===== src/pkg/pcc_pkg.sv =====
// Constants and types for the configuration space target of function 0
package pcc_pkg;

	// ------------------------------------------------------------------
	// Bus commands and cycle qualifiers
	// ------------------------------------------------------------------
	localparam logic [3:0] CMD_MEM_RD   = 4'h6;
	localparam logic [3:0] CMD_MEM_WR   = 4'h7;
	localparam logic [3:0] CMD_CFG_RD   = 4'ha;
	localparam logic [3:0] CMD_CFG_WR   = 4'hb;
	localparam logic [2:0] FUNC_SEL     = 3'h0;
	localparam logic [1:0] CFG_TYPE0    = 2'h0;

	// ------------------------------------------------------------------
	// Header byte offsets
	// ------------------------------------------------------------------
	localparam logic [7:0] OFF_ID       = 8'h00;
	localparam logic [7:0] OFF_CMD_STAT = 8'h04;
	localparam logic [7:0] OFF_CLASS    = 8'h08;
	localparam logic [7:0] OFF_HDR      = 8'h0c;
	localparam logic [7:0] OFF_BAR0     = 8'h10;
	localparam logic [7:0] OFF_SUBSYS   = 8'h2c;
	localparam logic [7:0] OFF_INT      = 8'h3c;

	// ------------------------------------------------------------------
	// Field layouts and fixed values
	// ------------------------------------------------------------------
	localparam logic [23:0] CLASS_CODE   = 24'h040000;
	localparam logic [7:0]  HDR_TYPE     = 8'h80;
	localparam logic [31:0] BAR_MEM_INFO = 32'h0000_0008;
	localparam logic [31:0] BAR_RW_MASK  = 32'hffff_f000;
	localparam logic [31:0] CMD_RW_MASK  = 32'h0000_0146;
	localparam logic [31:0] LAT_RW_MASK  = 32'h0000_f800;
	localparam logic [31:0] SSID_RW_MASK = 32'hffff_ffff;
	localparam logic [31:0] INTL_RW_MASK = 32'h0000_00ff;
	localparam logic [7:0]  STAT_RR_MASK = 8'hf9;
	localparam logic [7:0]  STAT_RO_HI   = 8'h02;
	localparam logic [7:0]  STAT_RO_LO   = 8'h80;
	localparam int          CMD_MEM_BIT  = 1;
	localparam int          CMD_MST_BIT  = 2;
	localparam int          CMD_PERR_BIT = 6;
	localparam int          CMD_SERR_BIT = 8;

	// ------------------------------------------------------------------
	// Types
	// ------------------------------------------------------------------
	typedef enum logic [1:0] {PCC_IDLE, PCC_DECODE, PCC_DATA, PCC_TURN} pcc_state_t;

	typedef struct packed {
		logic dpe;
		logic sse;
		logic rma;
		logic rta;
		logic sta;
		logic dpr;
	} pcc_evt_t;

	typedef struct packed {
		pcc_state_t  st;
		logic        frame_q;
		logic [5:0]  dw;
		logic        wr;
		logic [31:0] rdata;
		logic        par;
		logic        par_drv;
		logic        par_chk;
		logic        par_exp;
		logic        mem_hit;
		logic [31:0] cmd;
		logic [7:0]  stat;
		logic [31:0] lat;
		logic [31:0] bar;
		logic [31:0] ssid;
		logic [31:0] intl;
	} pcc_regs_t;

	localparam pcc_regs_t REGS_RST = '{st: PCC_IDLE, frame_q: 1'b1, default: '0};

endpackage


===== src/core/pcc_cfg_target.sv =====
// Configuration space target for function 0 of a multifunction video device
`timescale 1ns/1ps
`default_nettype none

module pcc_cfg_target #(
	parameter logic [15:0] VENDOR_ID = 16'h1234,
	parameter logic [15:0] DEVICE_ID = 16'h5678,
	parameter logic [7:0]  REV_ID    = 8'h00,
	parameter logic [7:0]  INT_PIN   = 8'h01,
	parameter logic [7:0]  MIN_GNT   = 8'h00,
	parameter logic [7:0]  MAX_LAT   = 8'h00
) (
	input  wire logic             clk_sys_i,
	input  wire logic             rst_b_i,
	input  wire logic             frame_b_i,
	input  wire logic             irdy_b_i,
	input  wire logic             idsel_i,
	input  wire logic [31:0]      ad_i,
	input  wire logic [3:0]       cbe_b_i,
	input  wire logic             par_i,
	input  wire pcc_pkg::pcc_evt_t evt_i,
	output logic      [31:0]      ad_o,
	output logic                  ad_oe_b_o,
	output logic                  par_o,
	output logic                  par_oe_b_o,
	output logic                  trdy_b_o,
	output logic                  trdy_oe_b_o,
	output logic                  devsel_b_o,
	output logic                  devsel_oe_b_o,
	output logic                  mem_space_en_o,
	output logic                  bus_master_en_o,
	output logic                  perr_resp_en_o,
	output logic                  serr_en_o,
	output logic      [7:0]       latency_timer_o,
	output logic      [31:0]      bar0_o,
	output logic      [7:0]       int_line_o,
	output logic                  mem_hit_o
);

	// ------------------------------------------------------------------
	// Parameter check
	// ------------------------------------------------------------------
	if (INT_PIN > 8'h04) begin : g_bad_int_pin
		$error("INT_PIN must be 0 to 4");
	end

	// ------------------------------------------------------------------
	// Helpers
	// ------------------------------------------------------------------
	// Merge written bytes whose enables are low, then keep only writable bits
	function automatic logic [31:0] wr_mask(input logic [31:0] old, input logic [31:0] wd,
		input logic [3:0] be_b, input logic [31:0] msk);
		logic [31:0] m;
		m = old;
		for (int i = 0; i < 4; i++) begin
			if (!be_b[i]) begin
				m[8*i +: 8] = wd[8*i +: 8];
			end
		end
		wr_mask = (old & ~msk) | (m & msk);
	endfunction

	function automatic logic [31:0] rd_word(input pcc_pkg::pcc_regs_t s, input logic [5:0] dw);
		rd_word = 32'h0000_0000;
		case ({dw, 2'b00})
			pcc_pkg::OFF_ID: begin
				rd_word = {DEVICE_ID, VENDOR_ID};
			end
			pcc_pkg::OFF_CMD_STAT: begin
				rd_word = {(s.stat & pcc_pkg::STAT_RR_MASK) | pcc_pkg::STAT_RO_HI,
					pcc_pkg::STAT_RO_LO, s.cmd[15:0]};
			end
			pcc_pkg::OFF_CLASS: begin
				rd_word = {pcc_pkg::CLASS_CODE, REV_ID};
			end
			pcc_pkg::OFF_HDR: begin
				rd_word = {8'h00, pcc_pkg::HDR_TYPE, s.lat[15:0]};
			end
			pcc_pkg::OFF_BAR0: begin
				rd_word = s.bar | pcc_pkg::BAR_MEM_INFO;
			end
			pcc_pkg::OFF_SUBSYS: begin
				rd_word = s.ssid;
			end
			pcc_pkg::OFF_INT: begin
				rd_word = {MAX_LAT, MIN_GNT, INT_PIN, s.intl[7:0]};
			end
			default: begin
				rd_word = 32'h0000_0000;
			end
		endcase
	endfunction

	// ------------------------------------------------------------------
	// State
	// ------------------------------------------------------------------
	pcc_pkg::pcc_regs_t r_ff;
	pcc_pkg::pcc_regs_t nxt_r;
	logic               addr_phase;
	logic               cfg_hit;
	logic               xfer;
	logic               ev_dpe;
	logic [7:0]         stat_set;
	logic [7:0]         stat_clr;

	always_comb begin
		nxt_r = r_ff;
		nxt_r.frame_q = frame_b_i;
		nxt_r.par_chk = 1'b0;
		nxt_r.par_drv = 1'b0;
		nxt_r.mem_hit = 1'b0;
		stat_clr = 8'h00;
		addr_phase = !frame_b_i && r_ff.frame_q && (r_ff.st == pcc_pkg::PCC_IDLE);
		// Function 0 of a type 0 cycle
		cfg_hit = addr_phase && idsel_i && (ad_i[1:0] == pcc_pkg::CFG_TYPE0) &&
			(ad_i[10:8] == pcc_pkg::FUNC_SEL) &&
			((cbe_b_i == pcc_pkg::CMD_CFG_RD) || (cbe_b_i == pcc_pkg::CMD_CFG_WR));
		xfer = (r_ff.st == pcc_pkg::PCC_DATA) && !irdy_b_i;
		// Parity of the previous address or write data phase arrives one clock late
		ev_dpe = evt_i.dpe || (r_ff.par_chk && (par_i != r_ff.par_exp));
		stat_set = {ev_dpe, evt_i.sse, evt_i.rma, evt_i.rta, evt_i.sta, 2'b00, evt_i.dpr};

		case (r_ff.st)
			pcc_pkg::PCC_IDLE: begin
				if (addr_phase) begin
					nxt_r.par_chk = 1'b1;
					nxt_r.par_exp = ^{ad_i, cbe_b_i};
				end
				// Memory space told apart by command
				if (addr_phase && r_ff.cmd[pcc_pkg::CMD_MEM_BIT] &&
					((cbe_b_i == pcc_pkg::CMD_MEM_RD) || (cbe_b_i == pcc_pkg::CMD_MEM_WR)) &&
					(ad_i[31:12] == r_ff.bar[31:12])) begin
					nxt_r.mem_hit = 1'b1;
				end
				if (cfg_hit) begin
					nxt_r.st = pcc_pkg::PCC_DECODE;
					nxt_r.dw = ad_i[7:2];
					nxt_r.wr = cbe_b_i[0];
				end
			end
			// Medium select timing: one wait clock before claiming
			pcc_pkg::PCC_DECODE: begin
				nxt_r.st = pcc_pkg::PCC_DATA;
				nxt_r.rdata = rd_word(r_ff, r_ff.dw);
			end
			pcc_pkg::PCC_DATA: begin
				nxt_r.par_drv = !r_ff.wr;
				nxt_r.par = ^{r_ff.rdata, cbe_b_i};
				if (xfer) begin
					if (r_ff.wr) begin
						nxt_r.par_chk = 1'b1;
						nxt_r.par_exp = ^{ad_i, cbe_b_i};
						case ({r_ff.dw, 2'b00})
							pcc_pkg::OFF_CMD_STAT: begin
								nxt_r.cmd = wr_mask(r_ff.cmd, ad_i, cbe_b_i,
									pcc_pkg::CMD_RW_MASK);
								if (!cbe_b_i[3]) begin
									stat_clr = ad_i[31:24] & pcc_pkg::STAT_RR_MASK;
								end
							end
							pcc_pkg::OFF_HDR: begin
								nxt_r.lat = wr_mask(r_ff.lat, ad_i, cbe_b_i,
									pcc_pkg::LAT_RW_MASK);
							end
							pcc_pkg::OFF_BAR0: begin
								nxt_r.bar = wr_mask(r_ff.bar, ad_i, cbe_b_i,
									pcc_pkg::BAR_RW_MASK);
							end
							pcc_pkg::OFF_SUBSYS: begin
								nxt_r.ssid = wr_mask(r_ff.ssid, ad_i, cbe_b_i,
									pcc_pkg::SSID_RW_MASK);
							end
							pcc_pkg::OFF_INT: begin
								nxt_r.intl = wr_mask(r_ff.intl, ad_i, cbe_b_i,
									pcc_pkg::INTL_RW_MASK);
							end
							default: begin
								nxt_r.cmd = r_ff.cmd;
							end
						endcase
					end
					nxt_r.dw = r_ff.dw + 6'h01;
					nxt_r.rdata = rd_word(r_ff, r_ff.dw + 6'h01);
					if (frame_b_i) begin
						nxt_r.st = pcc_pkg::PCC_TURN;
					end
				end
			end
			pcc_pkg::PCC_TURN: begin
				nxt_r.st = pcc_pkg::PCC_IDLE;
			end
			default: begin
				nxt_r.st = pcc_pkg::PCC_IDLE;
			end
		endcase

		nxt_r.stat = ((r_ff.stat & ~stat_clr) | stat_set) & pcc_pkg::STAT_RR_MASK;
	end

	always_ff @(posedge clk_sys_i or negedge rst_b_i) begin
		if (!rst_b_i) begin
			r_ff <= pcc_pkg::REGS_RST;
		end else begin
			r_ff <= nxt_r;
		end
	end

	// ------------------------------------------------------------------
	// Outputs
	// ------------------------------------------------------------------
	// Strobes are driven high for one clock before release to avoid a slow float
	assign devsel_b_o      = (r_ff.st != pcc_pkg::PCC_DATA);
	assign trdy_b_o        = (r_ff.st != pcc_pkg::PCC_DATA);
	assign devsel_oe_b_o   = !((r_ff.st == pcc_pkg::PCC_DATA) || (r_ff.st == pcc_pkg::PCC_TURN));
	assign trdy_oe_b_o     = devsel_oe_b_o;
	assign ad_o            = r_ff.rdata;
	assign ad_oe_b_o       = !((r_ff.st == pcc_pkg::PCC_DATA) && !r_ff.wr);
	assign par_o           = r_ff.par;
	assign par_oe_b_o      = !r_ff.par_drv;
	assign mem_space_en_o  = r_ff.cmd[pcc_pkg::CMD_MEM_BIT];
	assign bus_master_en_o = r_ff.cmd[pcc_pkg::CMD_MST_BIT];
	assign perr_resp_en_o  = r_ff.cmd[pcc_pkg::CMD_PERR_BIT];
	assign serr_en_o       = r_ff.cmd[pcc_pkg::CMD_SERR_BIT];
	assign latency_timer_o = r_ff.lat[15:8];
	assign bar0_o          = r_ff.bar | pcc_pkg::BAR_MEM_INFO;
	assign int_line_o      = r_ff.intl[7:0];
	assign mem_hit_o       = r_ff.mem_hit;

endmodule

`default_nettype wire


===== config.mk =====
export PLATFORM = sky130hd
export DESIGN_NAME = pcc_cfg_target
export DESIGN_NICKNAME = d
export VERILOG_FILES = /design/src/pkg/pcc_pkg.sv /design/src/core/pcc_cfg_target.sv
export SDC_FILE = /design/constraint.sdc
export NUM_CORES = 1
export LEC_CHECK = 0
export ABC_AREA = 1
export BUFFER_PORTS_ARGS = -buffer_cell sky130_fd_sc_hd__buf_4
export CAP_MARGIN = 15
export CORE_MARGIN = 1.5
export CORE_UTILIZATION = 50
export CTS_CLUSTER_DIAMETER = 30
export DETAILED_ROUTE_END_ITERATION = 10
export GPL_TIMING_DRIVEN = 0
export PLACE_DENSITY = 0.72
export SYNTH_ARGS = -nofsm -noshare
export SYNTH_HDL_FRONTEND = slang
export SYNTH_SLANG_ARGS = --single-unit

===== constraint.sdc =====
create_clock -name clk_sys_i -period 4.7 [get_ports clk_sys_i]
set_input_delay 0.47 -clock clk_sys_i [delete_from_list [all_inputs] [get_ports clk_sys_i]]
set_output_delay 0.47 -clock clk_sys_i [all_outputs]
set_load 0.02 [all_outputs]

==> results.json, run 1 <==
{
  "status": "complete, no violations",
  "synthTopCellsByCount": "nand2_1, dfrtp_1, inv_1",
  "synthXorXnorAreaFrac_pct": 4.75,
  "num-nets-final": 1397,
  "reg2reg_to": "ad_o[4]$_DFFE_PN0P_",
  "synth-adder-area-share_pct": 2.07,
  "gp_congestion": 0.923,
  "yosys-mux-area-fraction_pct": 0.118,
  "ys_ff_latch": 122,
  "clockRootBuffer": "clkbuf_16",
  "fillers": 1535,
  "hold_depth": 1,
  "yosysMostFrequentCell": "nand2_1",
  "synth_area_leaders": "dfrtp_1, nand2_1, buf_4",
  "final_hold_viol_count": 0,
  "track_usage_pct": 29.9,
  "grt_pass1_wl_um": 40800,
  "synth_area_um2": 8450,
  "overflow": 0,
  "maxCapViolCount": 0,
  "synth_edf_count": 0,
  "synth-seq-area-share_pct": 36.1,
  "post_route_cells_drive_above_1_share_pct": 22.8,
  "fin_ws_ps": 1900,
  "dp_slack_ps": 2270,
  "drt_wl_total_um": 25700,
  "clk_pin_slew_ps": 60,
  "required_ps": 4230,
  "grt_max_degree": 73,
  "synth-simple-area-share_pct": 27.7,
  "slew_viol_final": 0,
  "h-tree-depth": 4,
  "num_antenna_cells": 0,
  "post-route-util_pct": 62.6,
  "cp.arrival_ps": 2330,
  "max_freq_mhz": 357,
  "rsz0062_at_grt": "false",
  "synthCells": 1177,
  "holdPathEnd": "r_ff[212]$_DFF_PN1_",
  "yosys.area.top_type_share_pct": 35.8,
  "fp-row-count": 47,
  "chipHeight_um": 133,
  "period_needed_ps": 2800,
  "peakVddDrop_mv": 0.338,
  "detail_route.vias_per_cell": 5.22,
  "reg2reg_slack_ps": 2200,
  "synth.distinct_cells": 44,
  "yosysTopAreaCell": "dfrtp_1",
  "core_um2": 16500,
  "total_power_mw": 5.76,
  "vias": 8183,
  "met3_usage_pct": 6.59,
  "slew_headroom_pct": 43.9,
  "power.density_nw_per_um2": 557,
  "worstSetupPathType": "reg -> out",
  "busiest_layer": "met2",
  "cp_max_fo": 10,
  "antenna_found_initial": 0,
  "insertion_delay_ps": 430,
  "numCtsBuffers": 17,
  "fin_skew_ps": 7.61,
  "worstMarginPinSlew_ps": 842,
  "critPathCaptureType": "primary output",
  "worstReg2RegStart": "r_ff[213]$_DFFE_PN0P_",
  "area_growth_pct": 22.3,
  "synth_warnings": 0,
  "cts_sinks": 122,
  "grt_util_met1_pct": 42.3,
  "synth_top_family_by_area": "simple AND/OR/NAND/NOR gates",
  "ant_nets": 0,
  "dieWidth_um": 133,
  "first_pass_iters": 5,
  "grtUsageMet2_pct": 45.5,
  "finalSetupViolCount": 0,
  "initial_core_util_pct": 51.2,
  "die_area_um2": 17700,
  "hold_path.class": "in -> reg",
  "start_kind": "register",
  "synth_compound_area_share_pct": 14.2,
  "drtIter0Drc": 744,
  "hpwlAfterDp_um": 20200,
  "ioPinCount": 140,
  "async_reset_ff_share_pct": 100,
  "final.setup.tns_ps": 0,
  "cts_tree": "built",
  "drc": 0,
  "multi_input_area_um2": 4180,
  "rr_worst_depth": 8,
  "cts_resized": 0,
  "synth_flop_cell": "dfrtp_1",
  "io_buffers": 124,
  "grt_pass1_vias": 7602,
  "syn_avg_cell_area_um2": 7.18,
  "period_share_pct": 59.6,
  "cts_buffer_depth": 2,
  "seq_area_um2": 3050,
  "power_leakage_nw": 5.21,
  "detail_route.wl_per_cell_um": 16.4,
  "min_from": "frame_b_i"
}
-- layout make-up --
| type | count | share of cell area [%] |
|---|---|---|
| plain buffers | 118 | 8.11 |
| clock buffers | 18 | 4.25 |
| clock inverters | 14 | 1.43 |
| inverters | 114 | 4.14 |
| multi-input cells | 836 | 40.5 |
| flip-flops and latches | 122 | 29.5 |
| well taps | 220 | 2.66 |
| repair buffers | 126 | 9.40 |
-- registers in the layout, summed over array words and instances (netlist names), 5 cells and up --
name / count
r_ff: 51
int_line_o: 8
ad_o: 32
latency_timer_o: 5
bar0_o: 20
-- repair_timing --
| action | CTS | global route |
|---|---|---|
| hold buffers | 1 | 0 |
| hold endpoints to repair | 1 | 0 |
| buffers inserted | 0 | 0 |
-- per-stage QoR --
stage	cell area, um2	hold slack (ps)	std cells
2_1_floorplan	8500	174	1190
3_3_place_gp	9710	468	1534
3_5_place_dp	9740	445	1535
4_1_cts	10300	163	1568
5_1_grt	10300	166	1568
6_report	10300	169	1568
-- per-layer routing --
metal	vias up	wire length, um	share of wire, %
met5	-	0	0
met4	0	541	2.1
met3	43	2140	8.3
met2	365	11400	44
met1	3753	11600	45
li1	4022	-	-
-- critical path, stage by stage, from the launching register on --
cell and delay [ps]:
dfrtp_1 400, inv_1 100, ha_1 320, buf_2 330, buf_2 350, nor2_1 120, buf_4 140, buf_4 150
-- kinds of logic (layout without fill, tap and decap cells) --
group / count (synthesis) / count (layout)
AO/OA/AOI/OAI: 214 / 214
XOR/XNOR: 45 / 45
adder cells (fa/ha/maj): 14 / 14
buffers and inverters: 232 / 390
flip-flops: 122 / 122
multiplexers: 1 / 1
other: 2 / 15
AND/OR/NAND/NOR: 547 / 547
-- where the power goes --
group	leakage (nW)	switching [mW]	internal (mW)	total [mW]
sequential	1.59	0.204	1.24	1.45
combinational	3.35	1.78	1.23	3.01
clock	0.275	0.511	0.794	1.31
-- worst max path at each step --
stage                                to  slack (ps)  depth (start not counted)                  start
global route                trdy_oe_b_o        1810                          7  r_ff[213]$_DFFE_PN0P_
floorplan                   trdy_oe_b_o        2660                          6  r_ff[213]$_DFFE_PN0P_
detailed placement  ad_o[4]$_DFFE_PN0P_        2270                          8  r_ff[213]$_DFFE_PN0P_
CTS                         trdy_oe_b_o        1910                          7  r_ff[213]$_DFFE_PN0P_
global placement    ad_o[5]$_DFFE_PN0P_        2270                          8  r_ff[213]$_DFFE_PN0P_
finish                      trdy_oe_b_o        1900                          7  r_ff[213]$_DFFE_PN0P_
-- placed cells by master (no fill, tap or decap), types with 17 or more instances in the layout --
master,netlist,layout
xor2_1,19,19
inv_1,107,107
nor2_1,66,66
nand2_1,361,361
buf_4,87,210
o21ai_0,88,88
xnor2_1,25,25
dfrtp_1,121,121
a21oi_1,62,62
clkbuf_16,0,17
nand3_1,79,79
o22ai_1,18,18
Power figures use the tool's default switching activity.
==> inputs of run 2 (changes only) <==
==> constraint.sdc (replaced) <==
create_clock -name clk_sys_i -period 2.9 [get_ports clk_sys_i]
set_input_delay 0.29 -clock clk_sys_i [delete_from_list [all_inputs] [get_ports clk_sys_i]]
set_output_delay 0.29 -clock clk_sys_i [all_outputs]
set_load 0.02 [all_outputs]
==> results.json, run 2 (same netlist as run 1, synthesis figures left out) <==
{
  "status": "complete, no violations",
  "power.density_nw_per_um2": 901,
  "clk_pin_slew_ps": 60,
  "clockPowerShare_pct": 22.6,
  "drt_wl_total_um": 25700,
  "gp_congestion": 0.923,
  "h-tree-depth": 4,
  "dp_slack_ps": 469,
  "worstMarginPinSlew_ps": 833,
  "ant_nets": 0,
  "die_area_um2": 17700,
  "required_ps": 2610,
  "slew_viol_final": 0,
  "hpwlAfterDp_um": 20200,
  "p_int_mw": 5.30,
  "placed_cells": 1535,
  "grt_pass1_vias": 7608,
  "clockRootBuffer": "clkbuf_16",
  "area_growth_pct": 22.4,
  "post-route-util_pct": 62.6,
  "start_kind": "register",
  "startpoint": "r_ff[213]$_DFFE_PN0P_",
  "layout_common_cells": "nand2_1, buf_4, dfrtp_1",
  "final_hold_viol_count": 0,
  "final_common_cell": "nand2_1",
  "worstSetupPathType": "reg -> out",
  "overflow": 0,
  "detail_route.wl_per_cell_um": 16.4,
  "largest_reg_flops": 51,
  "whs_ps": 48.9,
  "peakVddDrop_mv": 0.547,
  "period_share_pct": 90.6,
  "drtIter0Drc": 822,
  "total_power_mw": 9.33,
  "fp-row-count": 47,
  "power_switching_mw": 4.03,
  "critPathCaptureType": "primary output",
  "max_freq_mhz": 381,
  "fin_ws_ps": 272,
  "grt_pass1_wl_um": 40900,
  "final.setup.tns_ps": 0,
  "num-nets-final": 1398,
  "slew_headroom_pct": 44.4,
  "reg2reg_slack_ps": 400,
  "min_from": "evt_i[0]",
  "vias": 8174,
  "dieWidth_um": 133,
  "cts_tree": "built",
  "ioPinCount": 140,
  "cts_setup_buffers": 0,
  "sw_frac_of_total_pct": 43.2,
  "pwr-share-comb_pct": 52.3,
  "finalSetupViolCount": 0,
  "rsz0062_at_grt": "false",
  "seqPwrFrac_pct": 25.1,
  "period_needed_ps": 2630,
  "core_um2": 16500,
  "fin_skew_ps": 7.97,
  "maxCapViolCount": 0,
  "power_leakage_nw": 5.22,
  "layoutNonFillerInstCount": 1569,
  "cts_resized": 0,
  "chipHeight_um": 133,
  "num_antenna_cells": 0,
  "grt_max_degree": 73,
  "ctsHoldBuffers": 2,
  "worstReg2RegStart": "r_ff[213]$_DFFE_PN0P_",
  "cp_max_fo": 10,
  "hold_path.class": "in -> reg",
  "drc": 0,
  "io_buffers": 124,
  "fin_area_um2": 10300,
  "insertion_delay_ps": 420,
  "detail_route.vias_per_cell": 5.21,
  "track_usage_pct": 29.9,
  "antenna_found_initial": 0,
  "place_area_um2": 9740,
  "post_route_cells_drive_above_1_share_pct": 22.8,
  "initial_core_util_pct": 51.2,
  "first_pass_iters": 5,
  "regMostFlops": "r_ff",
  "cts_sinks": 122,
  "cts_buffer_depth": 2,
  "numCtsBuffers": 17,
  "cp.arrival_ps": 2340
}
==> run 2: path summary, 6_finish.rpt <==
path | to | depth (start not counted)
hold / removal | r_ff[128]$_DFF_PN0_ | 3
setup / recovery | trdy_oe_b_o | 7
hold reg to reg | par_o$_DFFE_PN0P_ | 2
min in group asynchronous | r_ff[213]$_DFFE_PN0P_ | 2
max in group asynchronous | ad_o[21]$_DFFE_PN0P_ | 3
setup reg to reg | ad_o[4]$_DFFE_PN0P_ | 8
==> run 2: worst max-delay path, cell delays in order, from the launching register on <==
cell	delay, ps
dfrtp_1	400
inv_1	100
ha_1	320
buf_2	340
buf_2	360
nor2_1	120
buf_4	140
buf_4	150
==> run 2: layer usage <==
layer	up-vias	part of all wire, %	routed length, um	global-route usage [%]
met1	3755	45	11700	42.3
met3	37	8.2	2100	6.59
met5	-	0	0	0
li1	4022	-	-	-
met4	0	2.1	535	9.71
met2	360	44	11400	45.5
==> run 2: cell type report <==
cell class / instances / area, um2
Buffer: 118 / 838
Timing Repair Buffer: 127 / 982
Sequential cell: 122 / 3050
Tap cell: 220 / 275
Multi-Input combinational cell: 836 / 4180
Inverter: 114 / 428
Fill cell: 1536 / 6180
Clock inverter: 14 / 148
Clock buffer: 18 / 439
==> run 2: power groups by stage <==
stage,combinational [mW],clock (mW),sequential [mW]
floorplan,3.53,0,2.30
global placement,4.79,0,2.36
detailed placement,4.85,0,2.37
CTS,4.88,2.13,2.35
global route,5.41,2.20,2.40
finish,4.87,2.11,2.34
